File: config.mk
export PLATFORM = sky130hd
export DESIGN_NAME = prd_route_diag
export DESIGN_NICKNAME = d
export VERILOG_FILES = /design/src/logic/prd_pkg.sv /design/src/logic/prd_route_diag.sv
export VERILOG_INCLUDE_DIRS = /design/src /design/src/logic
export SDC_FILE = /design/constraint.sdc
export NUM_CORES = 1
export LEC_CHECK = 0
export BUFFER_PORTS_ARGS = -buffer_cell sky130_fd_sc_hd__buf_2
export CORE_MARGIN = 1
export CORE_UTILIZATION = 42
export DETAILED_ROUTE_END_ITERATION = 16
export HOLD_SLACK_MARGIN = 0.08
export SYNTH_ARGS = -nofsm -noshare
export SYNTH_HDL_FRONTEND = slang
export SYNTH_SLANG_ARGS = --single-unit
File: constraint.sdc
create_clock -name ref_clk -period 5 [get_ports ref_clk]
set_clock_uncertainty 0.2 [all_clocks]
set_input_delay 0.75 -clock ref_clk [delete_from_list [all_inputs] [get_ports ref_clk]]
set_output_delay 0.75 -clock ref_clk [all_outputs]
set_load 0.02 [all_outputs]
File: src/logic/prd_defines.svh
// register offsets, field positions, masks and reset values
`ifndef PRD_DEFINES_SVH
`define PRD_DEFINES_SVH

// register word offsets
`define PRD_LS7_CFG1_OFS 9'h1D2
`define PRD_LS7_CFG2_OFS 9'h1D3
`define PRD_LS7_ROUTE_OFS 9'h1D4
`define PRD_LS8_CFG1_OFS 9'h1D5
`define PRD_LS8_CFG2_OFS 9'h1D6
`define PRD_LS8_ROUTE_OFS 9'h1D7
`define PRD_HS1_CFG1_OFS 9'h1D8
`define PRD_HS1_CFG2_OFS 9'h1D9
`define PRD_HS1_ROUTE_OFS 9'h1DA
`define PRD_HS2_CFG1_OFS 9'h1DB
`define PRD_HS2_CFG2_OFS 9'h1DC
`define PRD_HS2_ROUTE_OFS 9'h1DD
`define PRD_HS3_CFG1_OFS 9'h1DE
`define PRD_HS3_CFG2_OFS 9'h1DF
`define PRD_HS3_ROUTE_OFS 9'h1E0
`define PRD_HS4_CFG1_OFS 9'h1E0
`define PRD_HS4_CFG2_OFS 9'h1E2
`define PRD_HS4_ROUTE_OFS 9'h1E3
`define PRD_HS5_CFG1_OFS 9'h1E4
`define PRD_HS5_CFG2_OFS 9'h1E5
`define PRD_HS5_ROUTE_OFS 9'h1E6
`define PRD_HS6_CFG1_OFS 9'h1E7
`define PRD_HS6_CFG2_OFS 9'h1E8
`define PRD_HS6_ROUTE_OFS 9'h1E9
`define PRD_HS7_CFG1_OFS 9'h1EA
`define PRD_HS7_CFG2_OFS 9'h1EB
`define PRD_HS7_ROUTE_OFS 9'h1EC
`define PRD_DIAG_OPT_OFS 9'h1FF

// filter and window register fields
`define PRD_FILT_MODE_BIT 13
`define PRD_FILT_LEN_MSB 12
`define PRD_FILT_LEN_LSB 7
`define PRD_WIN_MSB 6
`define PRD_WIN_LSB 0
// error table register fields
`define PRD_TAB_DRAIN_MSB 3
`define PRD_TAB_DRAIN_LSB 0
`define PRD_TAB_SRC_MSB 7
`define PRD_TAB_SRC_LSB 4
// routing and diagnostic option register fields
`define PRD_OVR_BIT 15
`define PRD_DEAD_MSB 10
`define PRD_DEAD_LSB 6
`define PRD_ROUTE_MSB 5
`define PRD_ROUTE_LSB 1
`define PRD_INV_BIT 0
`define PRD_DIAG_OPT_BIT 0

// write masks
`define PRD_CFG1_WMASK 16'h3FFF
`define PRD_CFG2_LS_WMASK 16'h000F
`define PRD_CFG2_HS_WMASK 16'h00FF
`define PRD_ROUTE_LS_WMASK 16'h803F
`define PRD_ROUTE_HS_WMASK 16'h07FF
`define PRD_ROUTE_OVR_WMASK 16'h8000
`define PRD_DIAG_OPT_WMASK 16'h0001

// reset values
`define PRD_CFG_RST 16'h0000
`define PRD_ROUTE_RST 16'h003E
`define PRD_DIAG_OPT_RST 16'h0001

// timing and routing constants
`define PRD_ROUTE_SEQ_ONLY 5'h10
`define PRD_BLANK_EXTRA 8'h04
`define PRD_HS_OVR_A 4
`define PRD_HS_OVR_B 6

`endif

File: src/logic/prd_pkg.sv
// shared types of the pre-driver routing and diagnostics block
package prd_pkg;
  typedef logic [15:0] prd_word_t;
  typedef logic [8:0] prd_addr_t;
  typedef logic [5:0] prd_cnt_t;
  typedef logic [7:0] prd_blank_t;
  typedef enum logic {
    PRD_KIND_LS = 1'b0,
    PRD_KIND_HS = 1'b1
  } prd_kind_t;
endpackage

File: src/logic/prd_route_diag.sv
// routing, polarity, high-side dead-time and feedback coherency diagnostics for ls7/8 and hs1-7
// Function
// RULE1 - routing field picks flag or sequencer only
// RULE2 - selected flag ORed with sequencer command
// RULE3 - invert flips sequencer part, not flag
// RULE4 - error lookup uses actual post-invert command
// RULE5 - low-side override ignores global driver enable
// RULE6 - high-side override writable only hs5, hs7
// RULE7 - drain table indexed by command and feedback
// RULE8 - source table indexed the same way
// RULE9 - selected table bit one raises error
// RULE10 - blank checks window plus four after change
// RULE11 - filter mode resets or decrements counter
// RULE12 - filter needs length plus one samples
// RULE13 - freewheel rises dead time after fall; code raises it dead time plus one after request fall
// RULE14 - high-side rise delayed dead time plus one
// RULE15 - ls7/8 share filter, window, table scheme
// RULE16 - flags come from flag source selection
// RULE17 - routing field resets to all ones
// RULE18 - error detected within one clock cycle
// RULE19 - option selects requested or actual drive
`timescale 1ns/1ps
`include "prd_defines.svh"

module prd_route_diag #(
  parameter int NUM_LS = 2,
  parameter int NUM_HS = 7
) (
  // clock and reset
  input wire logic ref_clk,
  input wire logic resetn,
  // register port
  input wire prd_pkg::prd_addr_t reg_addr,
  input wire prd_pkg::prd_word_t reg_wdata,
  input wire logic reg_wr,
  input wire logic reg_rd,
  output prd_pkg::prd_word_t reg_rdata,
  output logic reg_rvalid,
  // sequencer commands and flags
  input wire logic [NUM_LS+NUM_HS-1:0] seq_cmd,
  input wire logic [15:0] flag_vec,
  // global driver gating
  input wire logic drv_en,
  input wire logic drv_fault,
  // feedback comparators
  input wire logic [NUM_LS-1:0] lowside_drain_feedback,
  input wire logic [NUM_HS-1:0] highside_drain_feedback,
  input wire logic [NUM_HS-1:0] highside_source_feedback,
  // pre-driver commands
  output logic [NUM_LS-1:0] lowside_cmd,
  output logic [NUM_HS-1:0] highside_cmd,
  output logic [NUM_HS-1:0] freewheel_cmd,
  // diagnostics toward microcores
  output logic [NUM_LS+NUM_HS-1:0] diag_err_drain,
  output logic [NUM_HS-1:0] diag_err_source,
  output logic diag_err_any
);

  localparam int NCH = NUM_LS + NUM_HS;

  localparam prd_pkg::prd_addr_t CFG1_OFS [9] = '{
    `PRD_LS7_CFG1_OFS, `PRD_LS8_CFG1_OFS, `PRD_HS1_CFG1_OFS,
    `PRD_HS2_CFG1_OFS, `PRD_HS3_CFG1_OFS, `PRD_HS4_CFG1_OFS,
    `PRD_HS5_CFG1_OFS, `PRD_HS6_CFG1_OFS, `PRD_HS7_CFG1_OFS
  };
  localparam prd_pkg::prd_addr_t CFG2_OFS [9] = '{
    `PRD_LS7_CFG2_OFS, `PRD_LS8_CFG2_OFS, `PRD_HS1_CFG2_OFS,
    `PRD_HS2_CFG2_OFS, `PRD_HS3_CFG2_OFS, `PRD_HS4_CFG2_OFS,
    `PRD_HS5_CFG2_OFS, `PRD_HS6_CFG2_OFS, `PRD_HS7_CFG2_OFS
  };
  localparam prd_pkg::prd_addr_t ROUTE_OFS [9] = '{
    `PRD_LS7_ROUTE_OFS, `PRD_LS8_ROUTE_OFS, `PRD_HS1_ROUTE_OFS,
    `PRD_HS2_ROUTE_OFS, `PRD_HS3_ROUTE_OFS, `PRD_HS4_ROUTE_OFS,
    `PRD_HS5_ROUTE_OFS, `PRD_HS6_ROUTE_OFS, `PRD_HS7_ROUTE_OFS
  };

  // saturating six-bit increment
  function automatic prd_pkg::prd_cnt_t inc_sat(input prd_pkg::prd_cnt_t v);
    prd_pkg::prd_cnt_t r;
    r = (v == 6'h3F) ? v : v + 6'h01;
    return r;
  endfunction

  // one step of a feedback filter: {filtered, counter}
  function automatic logic [6:0] filt_step(
    input logic smp,
    input logic flt,
    input prd_pkg::prd_cnt_t cnt,
    input prd_pkg::prd_cnt_t len,
    input logic mode
  );
    logic [6:0] r;
    r = {flt, cnt};
    if (smp != flt) begin
      if (cnt == len) begin
        r = {smp, 6'h00};
      end else begin
        r = {flt, inc_sat(cnt)};
      end
    end else if (mode) begin
      r = {flt, (cnt == 6'h00) ? 6'h00 : cnt - 6'h01};
    end else begin
      r = {flt, 6'h00};
    end
    return r;
  endfunction

  // configuration storage
  prd_pkg::prd_word_t cfg1_r [NCH];
  prd_pkg::prd_word_t cfg2_r [NCH];
  prd_pkg::prd_word_t route_r [NCH];
  prd_pkg::prd_word_t diag_opt_r;
  prd_pkg::prd_word_t reg_rdata_r;
  logic reg_rvalid_r;
  logic diag_err_any_r;

  // write decode
  logic [NCH-1:0] hit_cfg1;
  logic [NCH-1:0] hit_cfg2;
  logic [NCH-1:0] hit_route;
  prd_pkg::prd_word_t cfg2_mask [NCH];
  prd_pkg::prd_word_t route_mask [NCH];
  wire logic hit_opt = reg_wr && (reg_addr == `PRD_DIAG_OPT_OFS);

  // per-channel results
  logic [NCH-1:0] cmd_out;
  logic [NCH-1:0] coast_out;
  logic [NCH-1:0] err_drain;
  logic [NCH-1:0] err_src;
  logic [NCH-1:0] err_drain_nxt;
  logic [NCH-1:0] err_src_nxt;

  wire logic [NCH-1:0] drain_fb = {highside_drain_feedback, lowside_drain_feedback};
  wire logic [NCH-1:0] src_fb = {highside_source_feedback, {NUM_LS{1'b0}}};
  wire logic diag_use_actual = diag_opt_r[`PRD_DIAG_OPT_BIT];

  genvar g;
  generate
    for (g = 0; g < NCH; g++) begin : dec
      localparam prd_pkg::prd_kind_t KIND =
        (g >= NUM_LS) ? prd_pkg::PRD_KIND_HS : prd_pkg::PRD_KIND_LS;
      localparam bit OVR_OK = (g == NUM_LS + `PRD_HS_OVR_A) || (g == NUM_LS + `PRD_HS_OVR_B);
      assign hit_cfg1[g] = reg_wr && (reg_addr == CFG1_OFS[g]);
      assign hit_cfg2[g] = reg_wr && (reg_addr == CFG2_OFS[g]);
      assign hit_route[g] = reg_wr && (reg_addr == ROUTE_OFS[g]);
      assign cfg2_mask[g] = (KIND == prd_pkg::PRD_KIND_HS) ?
        `PRD_CFG2_HS_WMASK : `PRD_CFG2_LS_WMASK;
      // high-side override bit only exists where it is writable (see RULE6)
      assign route_mask[g] = (KIND == prd_pkg::PRD_KIND_LS) ? `PRD_ROUTE_LS_WMASK :
        (OVR_OK ? (`PRD_ROUTE_HS_WMASK | `PRD_ROUTE_OVR_WMASK) : `PRD_ROUTE_HS_WMASK);
    end
  endgenerate

  // register writes
  always_ff @(posedge ref_clk) begin
    if (!resetn) begin
      for (int i = 0; i < NCH; i++) begin
        cfg1_r[i] <= `PRD_CFG_RST;
        cfg2_r[i] <= `PRD_CFG_RST;
        route_r[i] <= `PRD_ROUTE_RST; // see RULE17
      end
      diag_opt_r <= `PRD_DIAG_OPT_RST;
    end else begin
      for (int i = 0; i < NCH; i++) begin
        if (hit_cfg1[i]) begin
          cfg1_r[i] <= reg_wdata & `PRD_CFG1_WMASK;
        end
        if (hit_cfg2[i]) begin
          cfg2_r[i] <= reg_wdata & cfg2_mask[i];
        end
        if (hit_route[i]) begin
          route_r[i] <= reg_wdata & route_mask[i];
        end
      end
      if (hit_opt) begin
        diag_opt_r <= reg_wdata & `PRD_DIAG_OPT_WMASK;
      end
    end
  end

  // read mux, later entries win on a shared offset
  prd_pkg::prd_word_t rd_word;
  always_comb begin
    rd_word = 16'h0000;
    for (int i = 0; i < NCH; i++) begin
      if (reg_addr == CFG1_OFS[i]) begin
        rd_word = cfg1_r[i];
      end
      if (reg_addr == CFG2_OFS[i]) begin
        rd_word = cfg2_r[i];
      end
      if (reg_addr == ROUTE_OFS[i]) begin
        rd_word = route_r[i];
      end
    end
    if (reg_addr == `PRD_DIAG_OPT_OFS) begin
      rd_word = diag_opt_r;
    end
  end

  always_ff @(posedge ref_clk) begin
    if (!resetn) begin
      reg_rdata_r <= 16'h0000;
      reg_rvalid_r <= 1'b0;
    end else begin
      reg_rdata_r <= reg_rd ? rd_word : reg_rdata_r;
      reg_rvalid_r <= reg_rd;
    end
  end

  // per-channel datapath
  generate
    for (g = 0; g < NCH; g++) begin : chan
      localparam bit IS_HS = (g >= NUM_LS);

      logic req_d_r;
      prd_pkg::prd_cnt_t tmr_r;
      logic on_r;
      logic act_r;
      logic coast_r;
      logic dcmd_d_r;
      prd_pkg::prd_blank_t blank_r;
      logic dflt_r;
      prd_pkg::prd_cnt_t dcnt_r;
      logic sflt_r;
      prd_pkg::prd_cnt_t scnt_r;

      // routing and polarity
      wire logic [4:0] route = route_r[g][`PRD_ROUTE_MSB:`PRD_ROUTE_LSB];
      wire logic flag_sel = route < `PRD_ROUTE_SEQ_ONLY; // see RULE1
      wire logic flag_bit = flag_sel ? flag_vec[route[3:0]] : 1'b0; // see RULE16
      wire logic seq_pol = seq_cmd[g] ^ route_r[g][`PRD_INV_BIT]; // see RULE3
      wire logic req = seq_pol | flag_bit; // see RULE2

      // dead-time timing on high sides
      wire logic req_chg = req != req_d_r;
      wire prd_pkg::prd_cnt_t elapsed = req_chg ? 6'h00 : inc_sat(tmr_r);
      wire prd_pkg::prd_cnt_t dead = IS_HS ?
        {1'b0, route_r[g][`PRD_DEAD_MSB:`PRD_DEAD_LSB]} : 6'h00;
      wire logic dead_done = elapsed >= dead;
      wire logic on_nxt = req && (!IS_HS || dead_done); // see RULE14
      wire logic coast_nxt = IS_HS && !req && dead_done; // see RULE13

      // driver enable gating
      wire logic ovr = route_r[g][`PRD_OVR_BIT];
      wire logic act_nxt = on_nxt && (ovr || drv_en) && !drv_fault; // see RULE5

      // command seen by the coherency check
      wire logic diag_cmd = diag_use_actual ? act_r : on_r; // see RULE4 RULE19
      wire logic dcmd_chg = diag_cmd != dcmd_d_r;
      wire logic [6:0] win = cfg1_r[g][`PRD_WIN_MSB:`PRD_WIN_LSB];
      wire prd_pkg::prd_blank_t blank_nxt = dcmd_chg ? ({1'b0, win} + `PRD_BLANK_EXTRA) :
        ((blank_r != 8'h00) ? blank_r - 8'h01 : 8'h00); // see RULE10 RULE15
      wire logic chk_en = !dcmd_chg && (blank_r == 8'h00);

      // feedback filters
      wire prd_pkg::prd_cnt_t flen = cfg1_r[g][`PRD_FILT_LEN_MSB:`PRD_FILT_LEN_LSB];
      wire logic fmode = cfg1_r[g][`PRD_FILT_MODE_BIT];
      wire logic [6:0] dfilt = filt_step(drain_fb[g], dflt_r, dcnt_r, flen, fmode); // see RULE11 RULE12
      wire logic [6:0] sfilt = filt_step(src_fb[g], sflt_r, scnt_r, flen, fmode); // see RULE11 RULE12

      // table lookup by {command, feedback}
      wire logic [3:0] tab_drain = cfg2_r[g][`PRD_TAB_DRAIN_MSB:`PRD_TAB_DRAIN_LSB];
      wire logic [3:0] tab_src = cfg2_r[g][`PRD_TAB_SRC_MSB:`PRD_TAB_SRC_LSB];
      wire logic [1:0] idx_drain = {diag_cmd, dflt_r}; // see RULE7
      wire logic [1:0] idx_src = {diag_cmd, sflt_r}; // see RULE8
      assign err_drain_nxt[g] = chk_en && tab_drain[idx_drain]; // see RULE9
      assign err_src_nxt[g] = IS_HS && chk_en && tab_src[idx_src]; // see RULE9

      always_ff @(posedge ref_clk) begin
        if (!resetn) begin
          req_d_r <= 1'b0;
          tmr_r <= 6'h00;
          on_r <= 1'b0;
          act_r <= 1'b0;
          coast_r <= 1'b0;
          dcmd_d_r <= 1'b0;
          blank_r <= 8'h00;
          {dflt_r, dcnt_r} <= 7'h00;
          {sflt_r, scnt_r} <= 7'h00;
        end else begin
          req_d_r <= req;
          tmr_r <= elapsed;
          on_r <= on_nxt;
          act_r <= act_nxt;
          coast_r <= coast_nxt;
          dcmd_d_r <= diag_cmd;
          blank_r <= blank_nxt;
          {dflt_r, dcnt_r} <= dfilt;
          {sflt_r, scnt_r} <= sfilt;
        end
      end

      assign cmd_out[g] = act_r;
      assign coast_out[g] = coast_r;
    end
  endgenerate

  // error flags, one cycle from the offending sample
  always_ff @(posedge ref_clk) begin
    if (!resetn) begin
      err_drain <= '0;
      err_src <= '0;
      diag_err_any_r <= 1'b0;
    end else begin
      err_drain <= err_drain_nxt; // see RULE18
      err_src <= err_src_nxt;
      diag_err_any_r <= |{err_drain_nxt, err_src_nxt}; // see RULE18
    end
  end

  // outputs
  assign reg_rdata = reg_rdata_r;
  assign reg_rvalid = reg_rvalid_r;
  assign lowside_cmd = cmd_out[NUM_LS-1:0];
  assign highside_cmd = cmd_out[NCH-1:NUM_LS];
  assign freewheel_cmd = coast_out[NCH-1:NUM_LS];
  assign diag_err_drain = err_drain;
  assign diag_err_source = err_src[NCH-1:NUM_LS];
  assign diag_err_any = diag_err_any_r;

endmodule

==> impl_metrics.env <==
export IMPL_overflow=0
export IMPL_cts_buffers=67
export IMPL_start_util_pct=42.38
export IMPL_crit_type="reg2reg"
export IMPL_vdd_drop_max_mv=0.3033
export IMPL_crit_arrival_ps=4420
export IMPL_synth_cell_types=83
export IMPL_gp_congestion=1.050
export IMPL_cts_root_buf="clkbuf_16"
export IMPL_insertion_delay_ps=620
export IMPL_ios=122
export IMPL_status="finished clean"
export IMPL_min_period_ps=4171
export IMPL_vias=26680
export IMPL_powerDensity_mw_per_mm2=403.7
export IMPL_cts_buffer_depth=3
export IMPL_cts_setup_buffers=0
export IMPL_timing_fmax_mhz=239.8
export IMPL_min_path_type="in2reg"
export IMPL_cp_data_required_time_ps=5250
export IMPL_worstPathMaxFanout=7
export IMPL_grt_max_degree=136
export IMPL_intPower_w=0.009906
export IMPL_hold_viol_final=0
export IMPL_cts_sinks=584
export IMPL_synth_flop_cell="dfxtp_1"
export IMPL_slew_viol_final=0
export IMPL_hold_end="chan[8].dflt_r$_SDFFE_PN0P_"
export IMPL_hp_start="highside_drain_feedback[6]"
export IMPL_setup_violations=0
export IMPL_drc=0
export IMPL_grt_pass1_vias=24300
export IMPL_cp_end_kind="register"
export IMPL_dieWidth_um=278.8
export IMPL_switching_power_w=0.004603
export IMPL_numPortBuffers=119
export IMPL_synth_edf_count=283
export IMPL_drtAntennaViolNets=0
export IMPL_drt_iter0_markers=3585
export IMPL_syn_area_mm2=0.03219
export IMPL_htreeDepth=3
export IMPL_rsz0062_at_grt="no"
export IMPL_area_growth_pct=11.66
export IMPL_ys_seq_elements=584
export IMPL_fin_nets=3573
export IMPL_firstDrtPassIters=7
export IMPL_post_dp_hpwl_um=80850
export IMPL_grt_first_pass_wirelength_um=159900
export IMPL_vias_per_cell=5.958
export IMPL_antenna_found_initial=10
export IMPL_slew_headroom_pct=17.72
export IMPL_fp_dieH_um=278.8
export IMPL_rows=101
export IMPL_clkTransAtPathRegs_ps=60
export IMPL_startpoint_type="register"
export IMPL_finalInstanceArea_mm2=0.03594
export IMPL_tns_ps=0
export IMPL_worstMarginPinSlew_ps=1230
export IMPL_drv_cap=0
export IMPL_post_route_period_util_pct=83.42
export IMPL_synth_async_reset_ratio_pct=0
export IMPL_syn_inst=3333
export IMPL_tritoncts="done"
export IMPL_p_comb_share_pct=23.7
export IMPL_power_leakage_nw=13.85
export IMPL_clock_power_share_pct=34.1
export IMPL_yosysWarningCount=0
export IMPL_die_area_mm2=0.07775
export IMPL_r2r_start="route_r[0][25]$_DFFE_PP_"
export IMPL_nFillCells=7148
export IMPL_core_mm2=0.07595
export IMPL_cts_resized_gates=0
export IMPL_wl_um=108900
export IMPL_place_area_mm2=0.03374
export IMPL_layout_drive_gt1_share_pct=11.72
export IMPL_holdPathStages=3
export IMPL_r2r_slack_ps=830
export IMPL_r2r_cells=13
export IMPL_wl_per_cell_um=24.31
export IMPL_synth_fp_nets=3513
export IMPL_swShare_pct=31.72
export IMPL_power_frac_seq_pct=42.2
export IMPL_r2r_end="chan[2].act_r$_SDFF_PN0_"
export IMPL_synth_avg_cell_area_um2=9.658
export IMPL_postCtsHoldBufs=0
export IMPL_yosysSeqAreaShare_pct=45.12
export IMPL_grt_use_total_pct=27.54
==> cells in the final DEF, fill, tap and decap left out, drive strengths merged, types with 18 or more instances in the layout <==
cell / n
xnor2: 152
mux4: 63
a22oi: 33
a221oi: 20
or3: 18
nor3: 99
nand3: 122
nand3b: 32
nand2b: 48
inv: 156
a31oi: 25
ha: 108
clkinv: 25
nand4: 23
clkbuf: 90
nor2: 413
mux2i: 48
nor4: 34
a21oi: 192
dfxtp: 301
edfxtp: 283
a21o: 29
o21ai: 138
o31ai: 19
xor2: 119
o22ai: 36
and2: 41
a211oi: 40
and3: 42
o211ai: 25
nand2: 249
buf: 179
o221ai: 25
nor3b: 19
==> power groups by stage <==
stage	sequential, W	combinational [W]	clock [W]
finish	0.00613	0.00344	0.00494
global route	0.00619	0.00385	0.00518
CTS	0.00611	0.00340	0.00500
detailed placement	0.00621	0.00336	0
global placement	0.00621	0.00333	0
floorplan	0.00594	0.00269	0
==> flip-flops by register name, indices dropped and copies added, names as in the netlist <==
name            count
cfg1_r            126
chan.dflt_r         9
reg_rdata          15
diag_err_any        1
reg_rvalid          1
chan.sflt_r         7
chan.act_r          9
chan.dcnt_r        54
route_r            93
chan.blank_r       72
diag_opt_r          1
cfg2_r             64
chan.tmr_r         42
chan.on_r           9
chan.req_d_r        7
chan.scnt_r        42
err_src             7
chan.dcmd_d_r       9
chan.coast_r        7
diag_err_drain      9
==> stage by stage <==
step / hold WS (ps) / total power, W / utilization (%) / instances / setup WS, ps
floorplan: 263.6 / 0.008631 / - / 3333 / 1176
global placement: 286.6 / 0.009538 / 44.43 / 4354 / 718.7
detailed placement: 289.8 / 0.009572 / 44.43 / 4354 / 636.7
CTS: 189.5 / 0.01451 / 47.32 / 4477 / 850.9
global route: 213.0 / 0.01522 / 47.32 / 4478 / 676.3
finish: 212.7 / 0.01451 / 47.32 / 4478 / 829.0
==> critical path, stage by stage (launching register included) <==
cell and delay [ps]:
edfxtp_1 640, mux4_2 560, mux4_2 550, a21oi_4 260
xnor2_1 310, nand2b_1 180, ha_1 220, nand2b_1 140
a21o_1 170, a21o_1 160, a21o_1 170, a21o_1 180
a21oi_1 190, nor4_1 80
==> metal layers <==
layer	wire (um)	part of all wire [%]	vias to the layer above	track usage [%]
met2	46740	43	1374	40.74
met3	11250	10	287	6.376
met1	45610	42	12790	38.35
li1	-	-	12220	-
met5	55	0.051	-	0
met4	5217	4.8	10	11.93
==> cell usage after synthesis, types with 29 or more instances <==
| master | number | share of area [%] |
|---|---|---|
| o21ai_0 | 138 | 2.1 |
| nand2_1 | 248 | 2.9 |
| nor2_1 | 412 | 4.8 |
| nand2b_1 | 42 | 0.82 |
| xnor2_1 | 152 | 4.1 |
| xor2_1 | 119 | 3.2 |
| nand3_1 | 122 | 1.9 |
| nand3b_1 | 32 | 0.75 |
| edfxtp_1 | 283 | 26 |
| and2_1 | 41 | 0.80 |
| dfxtp_1 | 301 | 19 |
| nor4_1 | 32 | 0.62 |
| mux4_2 | 63 | 4.4 |
| a21o_1 | 29 | 0.68 |
| inv_1 | 151 | 1.8 |
| a211oi_1 | 40 | 0.93 |
| a22oi_1 | 33 | 0.77 |
| o22ai_1 | 36 | 0.70 |
| mux2i_1 | 48 | 1.5 |
| and3_1 | 42 | 0.82 |
| clkbuf_1 | 137 | 1.6 |
| a21oi_1 | 185 | 2.9 |
| nor3_1 | 93 | 1.4 |
| ha_1 | 108 | 4.2 |
==> cell families after synthesis <==
group                    Yosys count  share of synthesized area (%)
buffers and inverters            342                          4.315
adder cells (fa/ha/maj)          108                          4.198
other                              1                        0.01165
flip-flops                       584                          45.12
multiplexers                     124                          6.355
XOR/XNOR                         271                          7.374
AND/OR/NAND/NOR                 1192                          17.90
AO/OA/AOI/OAI                    711                          14.72
==> cell type report <==
cell class	instances	area, um2	share of cell area, %
Antenna cell	1	2.502	0.006962
Clock buffer	90	1902	5.291
Clock inverter	33	295.3	0.8216
Inverter	154	585.6	1.629
Multi-Input combinational cell	2407	16280	45.30
Sequential cell	584	14520	40.41
Tap cell	1030	1289	3.586
Timing Repair Buffer	179	1061	2.952
==> how the worst max path moves through the flow <==
| stage | from | slack, ps | cells past startpoint | to |
|---|---|---|---|---|
| 6_report | route_r[0][25]$_DFFE_PP_ | 830 | 13 | chan[2].act_r$_SDFF_PN0_ |
| 5_1_grt | route_r[0][25]$_DFFE_PP_ | 680 | 13 | chan[2].on_r$_SDFF_PN0_ |
| 4_1_cts | route_r[0][25]$_DFFE_PP_ | 850 | 13 | chan[2].act_r$_SDFF_PN0_ |
| 3_5_place_dp | flag_vec[15] | 640 | 14 | chan[2].act_r$_SDFF_PN0_ |
| 3_3_place_gp | flag_vec[15] | 720 | 14 | chan[2].act_r$_SDFF_PN0_ |
| 2_1_floorplan | flag_vec[15] | 1180 | 13 | chan[4].on_r$_SDFF_PN0_ |
Power figures use the tool's default switching activity.
